`config.mk`:
```
export PLATFORM = sky130hd
export DESIGN_NAME = cic_core_interrupt_control
export DESIGN_NICKNAME = d
export VERILOG_FILES = /design/src/rtl/cic_pkg.sv /design/src/rtl/cic_core_interrupt_control.sv
export SDC_FILE = /design/constraint.sdc
export NUM_CORES = 1
export LEC_CHECK = 0
export ABC_AREA = 1
export CAP_MARGIN = 30
export CORE_UTILIZATION = 59
export CTS_BUF_LIST = sky130_fd_sc_hd__clkbuf_4 sky130_fd_sc_hd__clkbuf_8
export CTS_CLUSTER_DIAMETER = 120
export DETAILED_ROUTE_END_ITERATION = 8
export DONT_BUFFER_PORTS = 1
export PLACE_DENSITY = 0.84
export SYNTH_ARGS = -nofsm -noshare
export SYNTH_HDL_FRONTEND = slang
export SYNTH_SLANG_ARGS = --single-unit
```
`constraint.sdc`:
```
create_clock -name clk_i -period 1.4 [get_ports clk_i]
set_input_delay 0.14 -clock clk_i [delete_from_list [all_inputs] [get_ports clk_i]]
set_output_delay 0.14 -clock clk_i [all_outputs]
set_load 0.01 [all_outputs]
```
`src/rtl/cic_pkg.sv`:
```
// cic_pkg: register indices, field positions and reset values of the
// core interrupt control block.
// assumes a 32-bit classic wishbone with byte addresses, one word per index.
package cic_pkg;

  // bus geometry
  localparam int CIC_ADR_W = 12;
  localparam int CIC_IDX_W = 10;

  // register indices (byte address is four times the index)
  localparam logic [CIC_IDX_W-1:0] CIC_IDX_TIMER = 10'h001;
  localparam logic [CIC_IDX_W-1:0] CIC_IDX_PORT = 10'h006;
  localparam logic [CIC_IDX_W-1:0] CIC_IDX_CTRL_LO = 10'h00B;
  localparam logic [CIC_IDX_W-1:0] CIC_IDX_CTRL_HI = 10'h08B;
  localparam logic [CIC_IDX_W-1:0] CIC_IDX_CFG = 10'h081;
  localparam logic [CIC_IDX_W-1:0] CIC_IDX_DIR = 10'h086;
  localparam logic [CIC_IDX_W-1:0] CIC_IDX_EVT_STATUS = 10'h040;
  localparam logic [CIC_IDX_W-1:0] CIC_IDX_EVT_ENABLE = 10'h041;
  localparam logic [CIC_IDX_W-1:0] CIC_IDX_EVT_CLEAR = 10'h042;

  // interrupt_control field positions
  localparam int CIC_GIE_BIT = 7;
  localparam int CIC_PERIPHERAL_IRQ_ENABLE_BIT = 6;
  localparam int CIC_TOIE_BIT = 5;
  localparam int CIC_EXIE_BIT = 4;
  localparam int CIC_PCIE_BIT = 3;
  localparam int CIC_TOF_BIT = 2;
  localparam int CIC_EXF_BIT = 1;
  localparam int CIC_PCF_BIT = 0;

  // configuration field positions
  localparam int CIC_CFG_RISING_BIT = 0;
  localparam int CIC_CFG_EXTSEL_BIT = 1;

  // event status / enable / clear layout
  localparam int CIC_EV_PC_BIT = 0;
  localparam int CIC_EV_EX_BIT = 1;
  localparam int CIC_EV_TO_BIT = 2;
  localparam int CIC_EV_W = 3;

  // reset values
  localparam logic [7:0] CIC_CTRL_RST = 8'h00;
  localparam logic [7:0] CIC_TIMER_RST = 8'h00;
  localparam logic [7:0] CIC_CFG_RST = 8'h03;
  localparam logic [3:0] CIC_DIR_RST = 4'hF;
  localparam logic [CIC_EV_W-1:0] CIC_EV_RST = 3'h0;
  localparam logic [7:0] CIC_TIMER_MAX = 8'hFF;

endpackage : cic_pkg

```
`src/rtl/cic_core_interrupt_control.sv`:
```
// cic_core_interrupt_control: interrupt control register with flags for
// timer overflow, external pin and pin change, plus a small timer.
// assumes a classic wishbone master on clk_i and asynchronous pins.
//
// The implementer's own choice: the Wishbone interface to the registers.
`timescale 1ns/1ns
`default_nettype none

module cic_core_interrupt_control
  import cic_pkg::*;
(
  input wire logic clk_i, // 100 MHz clock
  input wire logic rst_i, // synchronous reset, high
  input wire logic master_clear_n_i, // reset pin, low active
  input wire logic wb_cyc_i, // wishbone cycle
  input wire logic wb_stb_i, // wishbone strobe
  input wire logic wb_we_i, // wishbone write
  input wire logic [CIC_ADR_W-1:0] wb_adr_i, // byte address
  input wire logic [3:0] wb_sel_i, // byte enables
  input wire logic [31:0] wb_dat_i, // write data
  output logic [31:0] wb_dat_o, // read data
  output logic wb_ack_o, // acknowledge
  input wire logic ext_irq_pin_i, // lowest port pin
  input wire logic [3:0] change_detect_pins_i, // upper port pins
  input wire logic timer_tick_i, // timer count enable pulse
  input wire logic periph_irq_i, // peripheral request level
  output logic core_irq_o, // request to the core
  output logic wake_o, // wake from sleep
  output logic event_irq_o // sticky event interrupt
);

  // bus decode helper
  function automatic logic idx_hit(input logic [CIC_ADR_W-1:0] adr, input logic [CIC_IDX_W-1:0] idx);
    idx_hit = (adr[CIC_ADR_W-1:2] == idx);
  endfunction

  // state
  logic master_clear_n_sync1;
  logic master_clear_n_sync2;
  logic ext_sync1;
  logic ext_sync2;
  logic ext_prev;
  logic [3:0] chg_sync1;
  logic [3:0] chg_sync2;
  logic [3:0] port_latch;
  logic [7:0] interrupt_control;
  logic [7:0] timer_zero_count;
  logic [7:0] ext_config;
  logic [3:0] pin_is_input;
  logic [CIC_EV_W-1:0] evt_status;
  logic [CIC_EV_W-1:0] evt_enable;

  // master clear synchroniser, first stage read only by the second
  always_ff @(posedge clk_i) begin
    if (rst_i) begin
      master_clear_n_sync1 <= 1'b0;
      master_clear_n_sync2 <= 1'b0;
    end else begin
      master_clear_n_sync1 <= master_clear_n_i;
      master_clear_n_sync2 <= master_clear_n_sync1;
    end
  end

  // combined reset of the interrupt logic
  logic core_rst;
  assign core_rst = rst_i | ~master_clear_n_sync2;

  // pin synchronisers, free running through reset
  // so edge history and port latch hold the idle pin levels at release
  always_ff @(posedge clk_i) begin
    ext_sync1 <= ext_irq_pin_i;
    ext_sync2 <= ext_sync1;
    chg_sync1 <= change_detect_pins_i;
    chg_sync2 <= chg_sync1;
  end

  // bus request decode
  logic bus_req;
  logic wr_done;
  logic rd_done;
  logic wr_lane0;
  assign bus_req = wb_cyc_i & wb_stb_i;
  assign wr_done = bus_req & wb_we_i & wb_ack_o;
  assign rd_done = bus_req & ~wb_we_i & wb_ack_o;
  assign wr_lane0 = wr_done & wb_sel_i[0];

  logic hit_ctrl;
  logic hit_port;
  logic hit_timer;
  logic hit_cfg;
  logic hit_dir;
  logic hit_status;
  logic hit_enable;
  logic hit_clear;
  assign hit_ctrl = idx_hit(wb_adr_i, CIC_IDX_CTRL_LO) | idx_hit(wb_adr_i, CIC_IDX_CTRL_HI);
  assign hit_port = idx_hit(wb_adr_i, CIC_IDX_PORT);
  assign hit_timer = idx_hit(wb_adr_i, CIC_IDX_TIMER);
  assign hit_cfg = idx_hit(wb_adr_i, CIC_IDX_CFG);
  assign hit_dir = idx_hit(wb_adr_i, CIC_IDX_DIR);
  assign hit_status = idx_hit(wb_adr_i, CIC_IDX_EVT_STATUS);
  assign hit_enable = idx_hit(wb_adr_i, CIC_IDX_EVT_ENABLE);
  assign hit_clear = idx_hit(wb_adr_i, CIC_IDX_EVT_CLEAR);

  // write strobes per register
  logic wr_ctrl;
  logic wr_timer;
  logic wr_cfg;
  logic wr_dir;
  logic wr_enable;
  logic wr_clear;
  logic port_access;
  assign wr_ctrl = wr_lane0 & hit_ctrl;
  assign wr_timer = wr_lane0 & hit_timer;
  assign wr_cfg = wr_lane0 & hit_cfg;
  assign wr_dir = wr_lane0 & hit_dir;
  assign wr_enable = wr_lane0 & hit_enable;
  assign wr_clear = wr_lane0 & hit_clear;
  assign port_access = (rd_done | wr_done) & hit_port;

  // named fields of the control register
  logic global_irq_enable;
  logic peripheral_irq_enable;
  logic timer_overflow_irq_enable;
  logic ext_pin_irq_enable;
  logic pin_change_irq_enable;
  logic timer_overflow_flag;
  logic ext_pin_irq_flag;
  logic pin_change_flag;
  assign global_irq_enable = interrupt_control[CIC_GIE_BIT];
  assign peripheral_irq_enable = interrupt_control[CIC_PERIPHERAL_IRQ_ENABLE_BIT];
  assign timer_overflow_irq_enable = interrupt_control[CIC_TOIE_BIT];
  assign ext_pin_irq_enable = interrupt_control[CIC_EXIE_BIT];
  assign pin_change_irq_enable = interrupt_control[CIC_PCIE_BIT];
  assign timer_overflow_flag = interrupt_control[CIC_TOF_BIT];
  assign ext_pin_irq_flag = interrupt_control[CIC_EXF_BIT];
  assign pin_change_flag = interrupt_control[CIC_PCF_BIT];

  // source conditions
  logic timer_wrap;
  logic ext_edge;
  logic [3:0] mismatch_bits;
  logic pin_mismatch;
  assign timer_wrap = timer_tick_i & ~wr_timer & (timer_zero_count == CIC_TIMER_MAX);
  assign ext_edge = ext_config[CIC_CFG_EXTSEL_BIT] &
                    (ext_config[CIC_CFG_RISING_BIT] ? (ext_sync2 & ~ext_prev) : (~ext_sync2 & ext_prev));
  assign mismatch_bits = pin_is_input & (chg_sync2 ^ port_latch);
  assign pin_mismatch = |mismatch_bits;

  // flag set vector in control register order
  logic [2:0] flag_set;
  assign flag_set = {timer_wrap, ext_edge, pin_mismatch};

  // next control register: software value, then hardware sets win
  logic [7:0] ctrl_base;
  logic [7:0] next_interrupt_control;
  assign ctrl_base = wr_ctrl ? wb_dat_i[7:0] : interrupt_control;
  assign next_interrupt_control = {ctrl_base[7:3], ctrl_base[2:0] | flag_set};

  // control register
  always_ff @(posedge clk_i) begin
    if (core_rst) begin
      interrupt_control <= CIC_CTRL_RST;
    end else begin
      interrupt_control <= next_interrupt_control;
    end
  end

  // timer count
  always_ff @(posedge clk_i) begin
    if (core_rst) begin
      timer_zero_count <= CIC_TIMER_RST;
    end else if (wr_timer) begin
      timer_zero_count <= wb_dat_i[7:0];
    end else if (timer_tick_i) begin
      timer_zero_count <= timer_zero_count + 8'h01; // wraps to zero
    end
  end

  // configuration and direction
  always_ff @(posedge clk_i) begin
    if (core_rst) begin
      ext_config <= CIC_CFG_RST;
      pin_is_input <= CIC_DIR_RST;
    end else begin
      if (wr_cfg) begin
        ext_config <= {6'h00, wb_dat_i[1:0]};
      end
      if (wr_dir) begin
        pin_is_input <= wb_dat_i[3:0];
      end
    end
  end

  // edge history and port latch track the pins during reset
  always_ff @(posedge clk_i) begin
    ext_prev <= ext_sync2;
    if (core_rst || port_access) begin
      port_latch <= chg_sync2;
    end
  end

  // sticky event status, set beats clear
  logic [CIC_EV_W-1:0] evt_set;
  logic [CIC_EV_W-1:0] evt_clr;
  assign evt_set = {timer_wrap, ext_edge, pin_mismatch};
  assign evt_clr = wr_clear ? wb_dat_i[CIC_EV_W-1:0] : CIC_EV_RST;

  always_ff @(posedge clk_i) begin
    if (core_rst) begin
      evt_status <= CIC_EV_RST;
      evt_enable <= CIC_EV_RST;
    end else begin
      evt_status <= (evt_status & ~evt_clr) | evt_set;
      if (wr_enable) begin
        evt_enable <= wb_dat_i[CIC_EV_W-1:0];
      end
    end
  end

  // read data selection
  logic [7:0] port_value;
  logic [7:0] rdata;
  assign port_value = {chg_sync2, 3'h0, ext_sync2};
  assign rdata = hit_ctrl ? interrupt_control :
                 hit_port ? port_value :
                 hit_timer ? timer_zero_count :
                 hit_cfg ? ext_config :
                 hit_dir ? {4'h0, pin_is_input} :
                 hit_status ? {5'h00, evt_status} :
                 hit_enable ? {5'h00, evt_enable} :
                 8'h00;

  // wishbone answer one cycle after the request, dropped the next cycle
  always_ff @(posedge clk_i) begin
    if (rst_i) begin
      wb_ack_o <= 1'b0;
      wb_dat_o <= 32'h0000_0000;
    end else begin
      wb_ack_o <= bus_req & ~wb_ack_o;
      if (bus_req && !wb_ack_o && !wb_we_i) begin
        wb_dat_o <= {24'h00_0000, rdata};
      end
    end
  end

  // interrupt outputs
  logic src_pending;
  assign src_pending = (timer_overflow_irq_enable & timer_overflow_flag) |
                       (ext_pin_irq_enable & ext_pin_irq_flag) |
                       (pin_change_irq_enable & pin_change_flag) |
                       (peripheral_irq_enable & periph_irq_i);
  assign core_irq_o = global_irq_enable & src_pending;
  assign wake_o = pin_change_irq_enable & pin_change_flag;
  assign event_irq_o = |(evt_status & evt_enable);
endmodule // cic_core_interrupt_control

`default_nettype wire

```
==> metrics.yaml <==
yosys_warnings: 0
overflow: 0
ctsLongestPathBuffers: 2
grt_max_degree: 17
synth_cell_types: 39
ios: 97
antenna_left: 0
async_flop_share: 0
grt_pass1_wl_mm: 9.791
final_max_slew_viol_count: 0
placed_area_sq_mm: 0.002769
final.fill_count: 363
rr_endpoint: "interrupt_control[0]$_SDFF_PP0_"
grt_pass1_vias: 2111
setup.worst_path.end: "interrupt_control[0]$_SDFF_PP0_"
clock-sinks: 54
rsz0062_at_grt: "true"
die_height_microns: 69.84
setup.worst_path.class: "reg2reg"
avgSynthCellArea_sq_um: 7.962
final_util: 0.6881
routed_wl_mm: 6.316
setup_slack_ps: 45.62
drive_gt1_frac: 0.1833
run_status: "finished, final reports clean"
coreArea_sq_mm: 0.004384
vias: 2375
gp_congestion: 0.9411
cts_tree: "built"
reg2reg_from: "port_latch[1]$_DFFE_PP_"
leakage_nw: 1.391
endpoint_kind: "flop"
setup_viol: 0
insertion_delay_ps: 310
place_ws_ps: -34.42
final_area_sq_mm: 0.003017
path_clk_slew_ps: 90
vias_per_cell: 5.615
hold_path_class: "in2reg"
area_growth_pct: 11.11
die_w_microns: 69.84
drcViolationCount: 0
rrSetupSlack_ps: 50
initial_utilization: 0.6193
min_period_ps: 1354
hold_violations: 0
die_area_sq_mm: 0.004877
cts-buffers-inserted: 5
synthFlopType: "dfxtp_1"
drt_first_iter_violations: 195
antenna_found_initial: 0
yosys_register_bits: 54
maxCapViolCount: 0
grt_usage: 0.2596
powerDensity_mw_per_mm2: 908.4
synth_top_area_frac: 0.3687
htreeDepth: 2
yosysTopAreaCell: "dfxtp_1"
holdWs_ps: 22.23
syn_area_sq_mm: 0.002715
first_pass_iters: 4
synthTopCellsByArea: "dfxtp_1, nand2_1, buf_4"
r2r_cells: 8
ir_drop_mv: 0.6176
synth_cells: 341
antenna_cells: 0
synth-seq-area-share: 0.4129
max_freq_mhz: 738.3
synth-edff-count: 4
portBuffers: 0
cp.required_ps: 1620
cp_max_fo: 2
nets: 432
crit_path_start: "port_latch[1]$_DFFE_PP_"
cts_root_buffer: "clkbuf_8"
fin_crit_sh: 0.9674
wl_per_cell_microns: 14.93
cp-start-kind: "flop"
rows: 24
crit_arrival_ps: 1570
dp_hpwl_mm: 4.623
clock_skew_ps: 5.182
-- power by group --
group | leakage, nW | internal (mW) | switching, mW | total, mW
Clock | 0.0498 | 0.415 | 0.487 | 0.902
Sequential | 0.452 | 1.60 | 0.0281 | 1.62
Combinational | 0.890 | 0.0770 | 0.136 | 0.213
-- logic make-up after synthesis --
kind of cell / count (synthesis) / share of synthesized area
buf+inv: 67 / 0.1281
compound gates: 70 / 0.1548
simple gates: 142 / 0.2788
flops: 54 / 0.4129
fa+ha+maj: 1 / 0.004608
other cells: 1 / 0.001381
xor+xnor: 6 / 0.01935
-- per-stage QoR --
| step | total power [mW] | TNS [ps] | cells |
|---|---|---|---|
| floorplan | 1.840 | 0 | 364 |
| global placement | 1.830 | -9.856 | 402 |
| detailed placement | 1.836 | -39.60 | 402 |
| CTS | 2.726 | 0 | 420 |
| global route | 2.833 | -43.95 | 423 |
| finish | 2.740 | 0 | 423 |
-- worst max-delay path, stage by stage, from the launching register on --
cell	delay [ps]
edfxtp_1	410
or2_4	250
nand3_2	70
nand2_2	60
a221oi_2	160
buf_4	150
o211ai_2	60
nand2_1	60
inv_1	40
-- state kept, by name, indices dropped and copies added, names as in the netlist, 2 cells and up --
name	flops
pin_is_input	4
interrupt_control	8
chg_sync1	4
wb_dat_o	8
timer_zero_count	8
evt_status	3
chg_sync2	4
ext_config	2
port_latch	4
evt_enable	3
-- per-layer routing --
| layer | track usage | vias to the layer above | share of wire |
|---|---|---|---|
| li1 | - | 1139 | - |
| met1 | 0.3429 | 1089 | 0.41 |
| met2 | 0.4188 | 130 | 0.48 |
| met3 | 0.04942 | 17 | 0.083 |
| met4 | 0.1022 | 0 | 0.027 |
| met5 | 0 | - | 0 |
-- placed cells by master, fill, tap and decap left out, types with 2 or more instances in the layout --
cell type      netlist  layout
nand2_4              3       3
a21oi_1             20      19
dfxtp_2              0       2
conb_1               1      24
nand3_1             15      14
nor2_1              22      22
a41oi_1              5       5
nor2_2               3       3
nor3_1               3       3
a221oi_2             0       2
nand2_2              4       5
xor2_1               5       5
inv_2                8       9
buf_4               24      16
nand2_1             73      72
nor2_4               5       5
clkbuf_4             0       3
nor3_2               3       3
edfxtp_1             4       4
inv_1               31      30
nand4_1              3       3
dfxtp_1             50      48
dlygate4sd3_1        0      10
o21ai_1              5       6
o211ai_1             8       8
nor2_8               3       3
clkbuf_8             0       5
o21ai_0             24      23
-- cell type report --
cell class	instances	area (sq um)	area share
well taps	52	65.06	0.02157
repair buffers	26	220.2	0.07300
clock buffers	8	91.34	0.03028
flip-flops and latches	54	1124	0.3725
multi-input cells	243	1364	0.4521
inverters	40	152.6	0.05060
-- worst min path at each step --
stage,to,cells past startpoint,from,slack (ps)
6_report,timer_zero_count[6]$_SDFFE_PP0P_,2,wb_dat_i[6],20
5_1_grt,wb_ack_o$_SDFF_PP0_,2,wb_stb_i,10
4_1_cts,timer_zero_count[6]$_SDFFE_PP0P_,2,wb_dat_i[6],20
3_5_place_dp,chg_sync1[1]$_DFF_P_,0,change_detect_pins_i[1],170
3_3_place_gp,chg_sync1[2]$_DFF_P_,0,change_detect_pins_i[2],170
2_1_floorplan,chg_sync1[0]$_DFF_P_,0,change_detect_pins_i[0],170
-- cells in the mapped netlist (all sizes together) (2+ instances only) --
| cell type | count |
|---|---|
| buf | 27 |
| nor3 | 7 |
| a41oi | 5 |
| xor2 | 5 |
| inv | 40 |
| edfxtp | 4 |
| a221oi | 2 |
| nor2 | 33 |
| a21oi | 20 |
| o21ai | 29 |
| nand3 | 16 |
| nand2 | 80 |
| dfxtp | 50 |
| nand4 | 4 |
| o211ai | 9 |
-- timing repair --
item / in CTS / in global routing
gates resized for setup: 2 / 8
hold endpoints to repair: 13 / 0
pin swaps: 0 / 4
hold buffers: 10 / 0
setup buffers: 0 / 3
setup endpoints to repair: 2 / 10
No activity file was read; power rests on OpenSTA's default activity.
